--- config.mk ---
export PLATFORM = sky130hd
export DESIGN_NAME = pdxg_gate_ctrl
export DESIGN_NICKNAME = d
export VERILOG_FILES = /design/src/hw/pdxg_period_meter.v /design/src/hw/pdxg_delay_line.v /design/src/hw/pdxg_gate_ctrl.v
export VERILOG_INCLUDE_DIRS = /design/src /design/src/hw
export SDC_FILE = /design/constraint.sdc
export NUM_CORES = 1
export LEC_CHECK = 0
export ABC_AREA = 1
export CAP_MARGIN = 20
export CELL_PAD_IN_SITES_DETAIL_PLACEMENT = 1
export CELL_PAD_IN_SITES_GLOBAL_PLACEMENT = 2
export CORE_MARGIN = 2
export CORE_UTILIZATION = 35
export CTS_BUF_LIST = sky130_fd_sc_hd__clkbuf_4 sky130_fd_sc_hd__clkbuf_8 sky130_fd_sc_hd__clkbuf_16
export DETAILED_ROUTE_END_ITERATION = 10
export DONT_BUFFER_PORTS = 1
export PLACE_DENSITY = 0.68
export SYNTH_ARGS = -nofsm -noshare
export SYNTH_HDL_FRONTEND = slang
export SYNTH_SLANG_ARGS = --single-unit
--- constraint.sdc ---
create_clock -name pclk -period 7.7 [get_ports pclk]
set_clock_uncertainty 0.15 [all_clocks]
set_input_delay 1.155 -clock pclk [delete_from_list [all_inputs] [get_ports pclk]]
set_output_delay 1.155 -clock pclk [all_outputs]
set_load 0.02 [all_outputs]
--- src/hw/pdxg_regs.vh ---
// Register map, field layout, reset values and timing counts of the duty-extreme gate control.
`ifndef PDXG_REGS_VH
`define PDXG_REGS_VH
`define PDXG_ADDR_CTRL        12'h000
`define PDXG_ADDR_FW_PROT     12'h004
`define PDXG_ADDR_ACT_PROT    12'h008
`define PDXG_ADDR_ICHG_ACT    12'h00C
`define PDXG_ADDR_IDCHG_ACT   12'h010
`define PDXG_ADDR_ICHG_FW     12'h014
`define PDXG_ADDR_STATUS      12'h018
`define PDXG_ADDR_TIMES       12'h01C
`define PDXG_ADDR_CURRENT     12'h020
`define PDXG_CTRL_MODE_LSB    0
`define PDXG_CTRL_MODE_MSB    1
`define PDXG_CTRL_GENMODE     2
`define PDXG_CTRL_GEN_DET_EN  3
`define PDXG_CTRL_BANK        4
`define PDXG_CTRL_RESET       32'h0000_0009
`define PDXG_FW_PROT_RESET    32'h0000_0028
`define PDXG_ACT_PROT_RESET   32'h0000_0028
`define PDXG_CODE_RESET       32'h0000_0000
`define PDXG_CODE_MSB         4
`define PDXG_CFG_FW_LSB       5
`define PDXG_CFG_FW_MSB       9
`define PDXG_CFG_INIT_LSB     10
`define PDXG_CFG_INIT_MSB     14
`define PDXG_CNT_W            16
`define PDXG_CNT_MAX          16'hFFFF
`define PDXG_MODE_OFF         2'h0
`define PDXG_MODE_LS          2'h1
`define PDXG_MODE_HS          2'h2
`define PDXG_MODE_OFF2        2'h3
`endif

--- src/hw/pdxg_period_meter.v ---
// Measures the on-time and off-time of the PWM input in clock cycles.
`timescale 1ns/1ps
`include "pdxg_regs.vh"
module pdxg_period_meter (
   input  wire                    pclk,
   input  wire                    presetn,
   input  wire                    pwm_in,
   output reg  [`PDXG_CNT_W-1:0]  on_time,
   output reg  [`PDXG_CNT_W-1:0]  off_time,
   output reg                     period_done,
   output reg                     pwm_prev
);
   reg [`PDXG_CNT_W-1:0] run_count;
   // Saturating count keeps a stuck input from wrapping into a short period.
   always @(posedge pclk or negedge presetn) begin
      if (!presetn) begin
         run_count   <= 16'h0000;
         on_time     <= 16'h0000;
         off_time    <= 16'h0000;
         period_done <= 1'b0;
         pwm_prev    <= 1'b0;
      end else begin
         pwm_prev    <= pwm_in;
         period_done <= 1'b0;
         if (pwm_in != pwm_prev) begin
            run_count <= 16'h0001;
            if (pwm_prev) begin
               on_time <= run_count;
            end else begin
               off_time    <= run_count;
               period_done <= 1'b1;
            end
         end else if (run_count != `PDXG_CNT_MAX) begin
            run_count <= run_count + 16'h0001;
         end
      end
   end
endmodule

--- src/hw/pdxg_delay_line.v ---
// Delays a level by a programmable number of clock cycles using edge timestamps.
`timescale 1ns/1ps
`include "pdxg_regs.vh"
module pdxg_delay_line (
   input  wire                    pclk,
   input  wire                    presetn,
   input  wire                    din,
   input  wire [`PDXG_CNT_W-1:0]  delay,
   output reg                     dout
);
   localparam DEPTH = 8;

   reg [`PDXG_CNT_W-1:0]  stamp [0:DEPTH-1];
   reg                    level [0:DEPTH-1];
   reg                    din_q;
   reg [`PDXG_CNT_W-1:0]  now;
   reg [2:0]              head;
   reg [2:0]              tail;
   reg [3:0]              fill;

   wire [`PDXG_CNT_W-1:0] age     = now - stamp[head];
   wire                   pop     = (fill != 4'h0) && (age >= delay);
   wire                   edge_in = (din != din_q) && (delay != 16'h0000);
   wire                   full    = (fill == 4'h8);
   wire                   wr_new  = edge_in && (!full || pop);
   wire                   wr_over = edge_in && full && !pop;
   wire [2:0]             last    = tail - 3'h1;

   // Every input edge is queued with its time stamp, so a pulse shorter than the delay
   // still comes out whole. With more than eight edges in flight the newest edge
   // overwrites the last queued one: a short pulse is lost, but the final level is kept.
   always @(posedge pclk) begin
      if (wr_new) begin
         stamp[tail] <= now;
         level[tail] <= din;
      end else if (wr_over) begin
         stamp[last] <= now;
         level[last] <= din;
      end
   end

   always @(posedge pclk or negedge presetn) begin
      if (!presetn) begin
         din_q <= 1'b0;
         now   <= 16'h0000;
         head  <= 3'h0;
         tail  <= 3'h0;
         fill  <= 4'h0;
         dout  <= 1'b0;
      end else begin
         din_q <= din;
         now   <= now + 16'h0001;
         if (delay == 16'h0000) begin
            dout <= din;
            head <= tail;
            fill <= 4'h0;
         end else begin
            if (pop) begin
               dout <= level[head];
               head <= head + 3'h1;
            end
            if (wr_new) begin
               tail <= tail + 3'h1;
            end
            if (wr_new && !pop) begin
               fill <= fill + 4'h1;
            end else if (pop && !wr_new) begin
               fill <= fill - 4'h1;
            end
         end
      end
   end
endmodule

--- src/hw/pdxg_gate_ctrl.v ---
// Top of the duty-extreme PWM half-bridge gate control with its APB register file.
`timescale 1ns/1ps
`include "pdxg_regs.vh"
module pdxg_gate_ctrl (
   input  wire         pclk,
   input  wire         presetn,
   input  wire         psel,
   input  wire         penable,
   input  wire         pwrite,
   input  wire [11:0]  paddr,
   input  wire [31:0]  pwdata,
   output reg  [31:0]  prdata,
   output reg          pready,
   output reg          pslverr,
   input  wire         pwm_in,
   output reg          gate_high_on,
   output reg          gate_low_on,
   output reg  [4:0]   high_charge_code,
   output reg  [4:0]   high_discharge_code,
   output reg  [4:0]   low_charge_code,
   output reg  [4:0]   low_discharge_code,
   output reg          timing_valid,
   output reg          generator_detect_enable
);
   localparam [3:0] ST_IDLE    = 4'b0001;
   localparam [3:0] ST_NORMAL  = 4'b0010;
   localparam [3:0] ST_HIGH_DC = 4'b0100;
   localparam [3:0] ST_LOW_DC  = 4'b1000;

   reg  [1:0]              half_bridge_mode_select;
   reg                     generator_mode;
   reg                     reg_bank;
   reg  [`PDXG_CNT_W-1:0]  freewheel_protection_time;
   reg  [`PDXG_CNT_W-1:0]  active_protection_time;
   reg  [14:0]             active_charge_current_cfg;
   reg  [14:0]             active_discharge_current_cfg;
   reg  [14:0]             freewheel_current_cfg;
   reg  [3:0]              state;
   reg  [3:0]              next_state;
   reg                     extreme_seen;

   wire [`PDXG_CNT_W-1:0]  on_time;
   wire [`PDXG_CNT_W-1:0]  off_time;
   wire                    period_done;
   wire                    pwm_now;
   wire                    act_cmd;
   wire                    fw_cmd;
   wire                    ext_cmd;
   wire [`PDXG_CNT_W-1:0]  ext_delay;

   // Picks the five-bit code field out of a current configuration; the analog driver turns it into 32 steps.
   function [4:0] pdxg_code;
      input [14:0] cfg;
      input [1:0]  field;
      begin
         case (field)
            2'h0:    pdxg_code = cfg[`PDXG_CODE_MSB:0];
            2'h1:    pdxg_code = cfg[`PDXG_CFG_FW_MSB:`PDXG_CFG_FW_LSB];
            2'h2:    pdxg_code = cfg[`PDXG_CFG_INIT_MSB:`PDXG_CFG_INIT_LSB];
            default: pdxg_code = 5'h00;
         endcase
      end
   endfunction

   pdxg_period_meter u_meter (
      .pclk        (pclk),
      .presetn     (presetn),
      .pwm_in      (pwm_in),
      .on_time     (on_time),
      .off_time    (off_time),
      .period_done (period_done),
      .pwm_prev    (pwm_now)
   );

   // Generator mode feeds the complement of the external input to the protection delay lines and the normal-timing check.
   wire pwm_eff = generator_mode ? ~pwm_now : pwm_now;
   wire [`PDXG_CNT_W-1:0] eff_on  = generator_mode ? off_time : on_time;
   wire [`PDXG_CNT_W-1:0] eff_off = generator_mode ? on_time : off_time;

   // Active command rises one active protection time after the effective PWM input rises.
   pdxg_delay_line u_act (
      .pclk    (pclk),
      .presetn (presetn),
      .din     (pwm_eff),
      .delay   (active_protection_time),
      .dout    (act_cmd)
   );

   pdxg_delay_line u_fw (
      .pclk    (pclk),
      .presetn (presetn),
      .din     (~pwm_eff),
      .delay   (freewheel_protection_time),
      .dout    (fw_cmd)
   );

   assign ext_delay = (state == ST_HIGH_DC) ? freewheel_protection_time
                                            : active_protection_time;
   pdxg_delay_line u_ext (
      .pclk    (pclk),
      .presetn (presetn),
      .din     (pwm_now),
      .delay   (ext_delay),
      .dout    (ext_cmd)
   );

   // Classification runs once per period, at the end of each off phase.
   always @* begin
      next_state = state;
      if (period_done) begin
         if (off_time < active_protection_time)
            next_state = ST_HIGH_DC;
         else if (on_time < freewheel_protection_time)
            next_state = ST_LOW_DC;
         else if ((eff_on > freewheel_protection_time) &&
                  (eff_off > active_protection_time))
            next_state = ST_NORMAL;
      end
      case (state)
         ST_IDLE, ST_NORMAL, ST_HIGH_DC, ST_LOW_DC: next_state = next_state;
         default:                                   next_state = ST_IDLE;
      endcase
   end

   always @(posedge pclk or negedge presetn) begin
      if (!presetn) begin
         state        <= ST_IDLE;
         extreme_seen <= 1'b0;
      end else begin
         state <= next_state;
         // Sticky until software clears it; the clear is ignored while next_state is ST_HIGH_DC or ST_LOW_DC.
         if (next_state == ST_HIGH_DC || next_state == ST_LOW_DC)
            extreme_seen <= 1'b1;
         else if (psel && penable && pwrite && paddr == `PDXG_ADDR_STATUS && pwdata[0])
            extreme_seen <= 1'b0;
      end
   end

   // Gate commands and current codes.
   reg next_high;
   reg next_low;
   reg sel_is_high;
   always @* begin
      sel_is_high = (half_bridge_mode_select == `PDXG_MODE_HS);
      next_high   = 1'b0;
      next_low    = 1'b0;
      case (state)
         ST_NORMAL: begin
            // In generator mode the selected MOSFET freewheels and the opposite is active.
            // Each command waits until the other is released, so unequal protection
            // times can never turn both MOSFETs on together.
            if (sel_is_high ^ generator_mode) begin
               next_high = act_cmd & ~fw_cmd;
               next_low  = fw_cmd & ~act_cmd;
            end else begin
               next_high = fw_cmd & ~act_cmd;
               next_low  = act_cmd & ~fw_cmd;
            end
         end
         ST_HIGH_DC, ST_LOW_DC: begin
            // Opposite MOSFET stays off: passive freewheel.
            next_high = sel_is_high & ext_cmd;
            next_low  = ~sel_is_high & ext_cmd;
         end
         default: begin
            next_high = 1'b0;
            next_low  = 1'b0;
         end
      endcase
      if (half_bridge_mode_select == `PDXG_MODE_OFF ||
          half_bridge_mode_select == `PDXG_MODE_OFF2) begin
         next_high = 1'b0;
         next_low  = 1'b0;
      end
   end

   wire [4:0] act_chg  = pdxg_code(active_charge_current_cfg, 2'h0);
   wire [4:0] act_dchg = pdxg_code(active_discharge_current_cfg, 2'h0);
   wire [4:0] fw_chg   = pdxg_code(freewheel_current_cfg, 2'h1);
   wire [4:0] fw_dchg  = pdxg_code(freewheel_current_cfg, 2'h1);
   wire       high_is_act = (state == ST_NORMAL) ? (sel_is_high ^ generator_mode)
                                                 : sel_is_high;

   always @(posedge pclk or negedge presetn) begin
      if (!presetn) begin
         gate_high_on        <= 1'b0;
         gate_low_on         <= 1'b0;
         high_charge_code    <= 5'h00;
         high_discharge_code <= 5'h00;
         low_charge_code     <= 5'h00;
         low_discharge_code  <= 5'h00;
         timing_valid        <= 1'b0;
      end else begin
         gate_high_on <= next_high;
         gate_low_on  <= next_low;
         // codes select one of 32 steps in the analog driver.
         high_charge_code    <= high_is_act ? act_chg : fw_chg;
         high_discharge_code <= high_is_act ? act_dchg : fw_dchg;
         low_charge_code     <= high_is_act ? fw_chg : act_chg;
         low_discharge_code  <= high_is_act ? fw_dchg : act_dchg;
         timing_valid        <= (state == ST_NORMAL);
      end
   end

   // APB slave: zero wait states, unmapped addresses answer with pslverr.
   reg mapped;
   always @* begin
      case (paddr)
         `PDXG_ADDR_CTRL, `PDXG_ADDR_FW_PROT, `PDXG_ADDR_ACT_PROT, `PDXG_ADDR_ICHG_ACT,
         `PDXG_ADDR_IDCHG_ACT, `PDXG_ADDR_ICHG_FW, `PDXG_ADDR_STATUS, `PDXG_ADDR_TIMES,
         `PDXG_ADDR_CURRENT: mapped = 1'b1;
         default:            mapped = 1'b0;
      endcase
   end

   wire setup = psel && !penable;
   wire wr    = psel && penable && pwrite && pready;

   always @(posedge pclk or negedge presetn) begin
      if (!presetn) begin
         pready                       <= 1'b0;
         pslverr                      <= 1'b0;
         prdata                       <= 32'h0000_0000;
         half_bridge_mode_select      <= 2'h1;
         generator_mode               <= 1'b0;
         generator_detect_enable      <= 1'b1;
         reg_bank                     <= 1'b0;
         freewheel_protection_time    <= 16'h0028;
         active_protection_time       <= 16'h0028;
         active_charge_current_cfg    <= 15'h0000;
         active_discharge_current_cfg <= 15'h0000;
         freewheel_current_cfg        <= 15'h0000;
      end else begin
         pready  <= setup;
         pslverr <= setup && !mapped;
         if (setup && !pwrite) begin
            case (paddr)
               `PDXG_ADDR_CTRL:      prdata <= {27'h0, reg_bank, generator_detect_enable,
                                                generator_mode, half_bridge_mode_select};
               `PDXG_ADDR_FW_PROT:   prdata <= {16'h0000, freewheel_protection_time};
               `PDXG_ADDR_ACT_PROT:  prdata <= {16'h0000, active_protection_time};
               `PDXG_ADDR_ICHG_ACT:  prdata <= {17'h0, active_charge_current_cfg};
               `PDXG_ADDR_IDCHG_ACT: prdata <= {17'h0, active_discharge_current_cfg};
               `PDXG_ADDR_ICHG_FW:   prdata <= {17'h0, freewheel_current_cfg};
               `PDXG_ADDR_STATUS:    prdata <= {26'h0, timing_valid, state, extreme_seen};
               `PDXG_ADDR_TIMES:     prdata <= {off_time, on_time};
               `PDXG_ADDR_CURRENT:   prdata <= {12'h000, high_charge_code, high_discharge_code,
                                                low_charge_code, low_discharge_code};
               default:              prdata <= 32'h0000_0000;
            endcase
         end
         if (wr) begin
            case (paddr)
               `PDXG_ADDR_CTRL: begin
                  half_bridge_mode_select <= pwdata[`PDXG_CTRL_MODE_MSB:`PDXG_CTRL_MODE_LSB];
                  generator_mode          <= pwdata[`PDXG_CTRL_GENMODE];
                  generator_detect_enable <= pwdata[`PDXG_CTRL_GEN_DET_EN];
                  reg_bank                <= pwdata[`PDXG_CTRL_BANK];
               end
               `PDXG_ADDR_FW_PROT:  freewheel_protection_time <= pwdata[15:0];
               `PDXG_ADDR_ACT_PROT: active_protection_time    <= pwdata[15:0];
               // The bank bit steers which current configuration a write may update.
               `PDXG_ADDR_ICHG_ACT:  if (!reg_bank) active_charge_current_cfg <= pwdata[14:0];
               `PDXG_ADDR_IDCHG_ACT: if (!reg_bank) active_discharge_current_cfg <= pwdata[14:0];
               `PDXG_ADDR_ICHG_FW:   if (reg_bank) freewheel_current_cfg <= pwdata[14:0];
               default: begin
               end
            endcase
         end
      end
   end
endmodule

# --- Word-level counts from Yosys, hierarchy flattened ---
# Memories as Yosys holds them, arrays and structs flattened.
# Index checks and enable logic that the tools add are counted.
op_classes:
  add_sub_neg: 22
  n_lt_le_gt_ge: 7
  n_eq_ne: 24
  muxes: 82
  bitwise: 14
  reduce_logical: 86
ops:
  columns: ["operator", "count"]
  rows:
  - ["one-hot mux 32 bit (9 select lines)", 1]
  - ["two-way mux 16 bit", 8]
  - ["adder 16 x 1 -> 16 bit (second input constant)", 4]
  - ["two-way mux 4 bit", 14]
  - ["equality test 12 x 5 -> 1 bit (second input constant)", 4]
  - ["greater-or-equal comparator 16 bit", 3]
  - ["zero test 16 bit", 3]
  - ["nonzero test 16 bit", 3]
  - ["OR reduction 16 bit", 3]
  - ["subtractor 16 bit", 3]
  - ["two-way mux 1 bit", 41]
  - ["two-way mux 3 bit", 12]
  - ["> comparator 16 bit", 2]
  - ["less-than comparator 16 bit", 2]
  - ["logical AND 1 bit", 30]
  - ["equality test 12 x 4 -> 1 bit (second input constant)", 2]
  - ["equality test 4 bit (second input constant)", 5]
  - ["two-way mux 5 bit", 4]
  - ["adder 3 x 1 -> 3 bit (second input constant)", 6]
  - ["inequality test 16 bit (second input constant)", 1]
  - ["AND reduction 2 bit", 8]
  - ["adder 4 x 1 -> 4 bit (second input constant)", 3]
  - ["equality test 12 x 3 -> 1 bit (second input constant)", 1]
  - ["equality test 12 x 6 -> 1 bit (second input constant)", 1]
  - ["23 further kinds", 71]
word_totals:
  reg_bits: 278
  ramBits: 408
  in_bits: 50
  elab_cells: 285
  memories: 6
mem_list:
  columns: ["memory", "words", "word_bits", "rd", "rd_clocked_by_memory_dff", "write_ports", "line_no", "text"]
  rows:
  - ["u_act.stamp", 8, 16, 1, 0, 1, "pdxg_delay_line.v:13", "reg [`PDXG_CNT_W-1:0] stamp [0:DEPTH-1];"]
  - ["u_ext.stamp", 8, 16, 1, 0, 1, "pdxg_delay_line.v:13", null]
  - ["u_fw.stamp", 8, 16, 1, 0, 1, "pdxg_delay_line.v:13", null]
  - ["u_act.level", 8, 1, 1, 0, 1, "pdxg_delay_line.v:14", "reg level [0:DEPTH-1];"]
  - ["u_ext.level", 8, 1, 1, 0, 1, "pdxg_delay_line.v:14", null]
  - ["u_fw.level", 8, 1, 1, 0, 1, "pdxg_delay_line.v:14", null]

# --- Logic depth before layout (Yosys ltp) ---
logic_depth:
  word_depth: 12
  depth_mapped: 35
  ltp_nobuf: 34

# --- By module ---
# A second synthesis with hierarchy kept.
hier_totals:
  hier_cells: 3508
  hier_area_um2: 34388.0
by_module_without_submodules:
  columns: ["module", "instances", "cells_each", "area_per_inst_um2", "seq_area_each_um2"]
  rows:
  - ["pdxg_delay_line at u_act ...", 2, 705, 7835.0, 4784.6]
  - ["pdxg_gate_ctrl", 1, 1144, 8594.5, 3612.2]
  - ["pdxg_delay_line at u_ext", 1, 703, 7872.6, 4784.6]
  - ["pdxg_period_meter", 1, 251, 2250.9, 1251.2]

# --- Worst setup path before layout ---
# No wires, ideal clock.
synth_path:
  path_kind: "register to register"
  start: "reg u_act.head[0]"
  end: "mem u_act.level[2], enable pin"
  arrival_ns: 5.009
  required_ns: 7.160
  setup_slack_ns: 2.150
  path_stages_with_launch: 30
  period_less_slack_ns: 5.550
  path_cell_list: "dfrtp_1 clkbuf_1 clkbuf_1 clkbuf_1 nor2_1 o22ai_1 nor2_1 a31oi_1 ha_1 inv_1 fa_1 nand3_1 nand2_1 nand4_1 nand3_1 a21boi_0 o21ai_0 xor2_1 inv_1 ha_1 nand2_1 nor4_1 nand2_1 nand3_1 nand2_1 nand2_1 nand2_1 o21ai_0 nand2_1 nor2_1"
synth_between:
  elab_chain_cells: 11
synth_lines:
  columns: ["item", "line_no", "text"]
  rows:
  - ["start: declaration", "pdxg_delay_line.v:17", "reg [2:0] head;"]
  - ["start signal: assignment", "pdxg_delay_line.v:55", "head <= tail;"]
  - ["start signal: assignment", "pdxg_delay_line.v:60", "head <= head + 3'h1;"]
  - ["memory read (8 x 16 bit) *", null, null]
  - ["subtractor 16 bit *", "pdxg_delay_line.v:21", "wire [`PDXG_CNT_W-1:0] age = now - stamp[head];"]
  - ["greater-or-equal comparator 16 bit *", "pdxg_delay_line.v:22", "wire pop = (fill != 4'h0) && (age >= delay);"]
  - ["logical AND 1 bit *", "pdxg_delay_line.v:22", null]
  - ["zero test 1 bit", "pdxg_delay_line.v:26", "wire wr_over = edge_in && full && !pop;"]
  - ["logical AND 1 bit", "pdxg_delay_line.v:26", null]
  - ["two-way mux 1 bit", "pdxg_delay_line.v:36", "end else if (wr_over) begin"]
  - ["two-way mux 1 bit", "pdxg_delay_line.v:33", "if (wr_new) begin"]
  - ["two-way mux 1 bit (implied by the code)", "pdxg_delay_line.v:38", "level[last] <= din;"]
  - ["OR reduction 1 bit (no line)", null, null]
  - ["two-way mux 3 bit (no line) / two-way mux 1 bit (equally long branches)", null, null]
  - ["end: declaration", "pdxg_delay_line.v:14", null]
# Every way passes the cells marked *; elsewhere a longest branch is shown, timed or not.

# --- Final worst setup path ---
layout_path:
  start: "reg u_ext.head[0]"
  end: "reg u_ext.fill[3]"
layout_between:
  elab_chain_cells: 9
layout_lines:
  columns: ["item", "line_no", "text"]
  rows:
  - ["start: declaration", "pdxg_delay_line.v:17", null]
  - ["start signal: assignment", "pdxg_delay_line.v:55", null]
  - ["start signal: assignment", "pdxg_delay_line.v:60", null]
  - ["memory read (8 x 16 bit) *", null, null]
  - ["subtractor 16 bit *", "pdxg_delay_line.v:21", null]
  - ["greater-or-equal comparator 16 bit *", "pdxg_delay_line.v:22", null]
  - ["logical AND 1 bit *", "pdxg_delay_line.v:22", null]
  - ["logical OR 1 bit", "pdxg_delay_line.v:25", "wire wr_new = edge_in && (!full || pop);"]
  - ["logical AND 1 bit", "pdxg_delay_line.v:25", null]
  - ["logical AND 1 bit / zero test 1 bit (equally long branches)", "pdxg_delay_line.v:65, pdxg_delay_line.v:67", null]
  - ["two-way mux 4 bit / logical AND 1 bit (equally long branches)", "pdxg_delay_line.v:65, pdxg_delay_line.v:67", null]
  - ["two-way mux 4 bit / nonzero test 3 bit (equally long branches)", null, null]
  - ["end signal: assignment", "pdxg_delay_line.v:66", "fill <= fill + 4'h1;"]
  - ["end signal: assignment", "pdxg_delay_line.v:68", "fill <= fill - 4'h1;"]
  - ["end: declaration", "pdxg_delay_line.v:19", "reg [3:0] fill;"]
# Marks and branches as above.
# A chain may end at the register's enable or synchronous reset.

==> flow_metrics.py <==
metrics = {
    "run_status": {
        "status": "completed",
    },
    "power": {
        "internal_power_mw": 6.482,
        "swShare_pct": 24.06,
        "power_frac_seq_pct": 46.1,
        "ir_drop_v": 0.0001730,
        "p_switching_mw": 2.054,
        "power_mw": 8.536,
        "p_clk_share_pct": 46.9,
        "leakage_nw": 15.26,
        "power.density_nw_per_um2": 225.7,
        "p_comb_share_pct": 7.0,
    },
    "worst_setup_path": {
        "crit_top_cell": "nand2_1",
        "worstSetupStartpointType": "flop",
        "max_stage_delay_ns": 0.66,
        "critPathKind": "reg -> reg",
        "critPathSlowestCell": "buf_4",
        "worstSetupEndpointType": "flop",
        "cp.arrival_ns": 6.82,
        "cp_max_fo": 69,
        "crit_required_ns": 8.15,
    },
    "cts": {
        "clkLatencyLatePin_ns": 0.66,
        "postCtsSetupRepairBufs": 0,
        "cts_tree": "done",
        "cts_sinks": 686,
        "clk_pin_slew_worst_paths_ns": 0.06,
        "cts_resized": 0,
        "numCtsBuffers": 81,
        "clockBufferDepth": 3,
        "holdBufCountCts": 0,
        "cts_root_buf": "clkbuf_16",
        "htreeDepth": 3,
    },
    "synthesis": {
        "synthesis.nets": 3582,
        "synth_edf_count": 408,
        "syn_area_um2": 33530,
        "synth_commonest_cells": "nand2_1, o21ai_0, edfxtp_1",
        "synth_top_area_cell": "edfxtp_1",
        "synthCells": 3343,
        "synth.top_cells.by_area": "edfxtp_1, dfrtp_1, ha_1, o21ai_0, nand2_1",
        "dominantRegCellSynth": "edfxtp_1",
        "yosysMostFrequentCell": "nand2_1",
        "netlist.area_leader.share_pct": 36.54,
        "async_reset_ff_share_pct": 40.52,
        "ys_seq_area_share_pct": 57.31,
        "yosysWarningCount": 0,
        "avgSynthCellArea_um2": 10.03,
        "synth_cell_types": 55,
        "ys_seq_elements": 686,
    },
    "grt": {
        "antenna_found_initial": 1,
        "grt_pass1_wl_um": 158700,
        "grt_max_degree": 279,
        "grt_use_total_pct": 21.09,
        "grt-ovfl-total": 0,
        "first_global_vias": 26410,
    },
    "die": {
        "rows": 113,
        "io_pins": 108,
        "core_um2": 95010,
        "die_h_um": 313.5,
        "die_area_um2": 98290,
        "die_w_um": 313.5,
        "start_util_pct": 35.29,
    },
    "timing": {
        "drv_slew": 0,
        "post-route-min-period_ns": 6.377,
        "rsz0062_at_grt": "false",
        "fmax_ghz": 0.1568,
        "fin_crit_sh_pct": 82.81,
        "worst_slew_pin_slew_ns": 1.070,
        "finalSetupViolCount": 0,
        "finalHoldViolCount": 0,
        "tns_ns": 0,
        "relSlewSlack_pct": 28.48,
    },
    "worst_hold_path": {
        "hp-class": "in -> async",
    },
    "routing": {
        "drt_iter0_drc": 1484,
        "wirelength_um": 103400,
        "avgRoutedWirePerCell_um": 22.06,
        "dr.pass1.iters": 7,
        "ant_nets": 0,
        "via_count": 24780,
        "viasPerCell": 5.288,
        "drc": 0,
    },
    "flow_run": {
        "drv_cap": 0,
    },
    "cells_and_area": {
        "fin_nets": 3594,
        "drive_gt1_share_pct": 7.279,
        "area_growth_pct": 12.82,
    },
    "place": {
        "gp_congestion": 0.8532,
        "dp.final_hpwl_um": 71110,
        "io_buffers": 0,
    },
}
==> layout make-up <==
cell class                      count  area [um2]
Fill cell                       10600       57180
Sequential cell                   686       19220
Multi-Input combinational cell   2219       12690
Clock buffer                       97        2172
Tap cell                         1265        1583
Inverter                          320        1201
Clock inverter                     52       600.6
Timing Repair Buffer               47       352.8
Antenna cell                        1       2.502
==> stage by stage <==
stage | util [%] | setup WS, ns | hold WS (ns) | instances | instance area [um2]
after floorplan | - | 2.150 | 0.3030 | 3343 | 33530
after global placement | 36.89 | 1.443 | 0.3157 | 4536 | 35050
after detailed placement | 36.89 | 1.307 | 0.3232 | 4536 | 35050
after CTS | 39.80 | 1.278 | 0.005073 | 4685 | 37820
after global routing | 39.81 | 0.7200 | 0.01534 | 4686 | 37830
final | 39.82 | 1.323 | 0.05994 | 4687 | 37830
==> routing by layer <==
metal | vias to the layer above | track usage [%] | part of all wire, %
met1 | 12550 | 27.86 | 45
met3 | 167 | 3.285 | 3.8
li1 | 11680 | - | -
met5 | - | 0 | 0
met4 | 0 | 6.438 | 2.9
met2 | 390 | 35.67 | 48
==> registers in the layout, indices dropped and copies added (netlist names), 16 cells and up <==
signal	cells
u_meter.run_count	16
u_fw.now	16
u_ext.now	16
u_act.now	16
u_meter.on_time	16
u_act.stamp	128
u_ext.stamp	128
freewheel_protection_time	16
prdata	32
active_protection_time	16
u_fw.stamp	128
u_meter.off_time	16
==> placed cells by master (no fill, tap or decap), types with 13 or more instances in the layout <==
cell type    n
a21oi_1    141
buf_4       47
clkbuf_16   81
clkinv_1    13
clkinv_2    14
dfrtp_1    266
edfxtp_1   408
ha_1       183
inv_1      311
mux2i_1     15
nand2_1    544
nand3_1    112
nand4_1     32
nor2_1     327
nor2_2      23
nor3_1      21
o21ai_0    431
o21ai_1     14
o221ai_1    48
o22ai_1     80
o31ai_1     15
o32ai_1     17
xnor2_1     25
xor2_1      81
==> logic make-up after synthesis <==
family	count (synthesis)	synth area share (%)
compound gates	810	13.74
mux	15	0.4478
xor+xnor	106	2.769
simple gates	1099	13.55
fa+ha+maj	189	7.187
flops	686	57.31
buf+inv	438	4.993
==> worst max-delay path, delay by kind of cell (launching register included) <==
family	cells	cell delay (ns)
AND/OR/NAND/NOR	15	1.85
AO/OA/AOI/OAI	10	1.62
adder cells (fa/ha/maj)	4	1.28
buffers and inverters	2	0.79
flip-flops	1	0.36
XOR/XNOR	1	0.27
==> final timing paths <==
check	from	endpoint	slack [ns]	cells past startpoint
max reg2reg	u_ext.head[0]	u_ext.fill[3]	1.32	32
min reg2reg	freewheel_protection_time[12]	freewheel_protection_time[12]	0.33	2
min	presetn	prdata[23]	0.06	0
min in group pclk	freewheel_protection_time[12]	freewheel_protection_time[12]	0.33	2
max	u_ext.head[0]	u_ext.fill[3]	1.32	32
max in group asynchronous	presetn	u_ext.head[0]	6.62	0
==> power groups by stage <==
stage               Clock (mW)  Sequential, mW  Combinational [mW]
detailed placement           0            4.01               0.602
CTS                       4.11            3.94               0.606
global route              4.23            3.94               0.682
global placement             0            4.01               0.578
floorplan                    0            3.99               0.430
finish                    4.00            3.94               0.596
(Power assumes the default switching activity.)
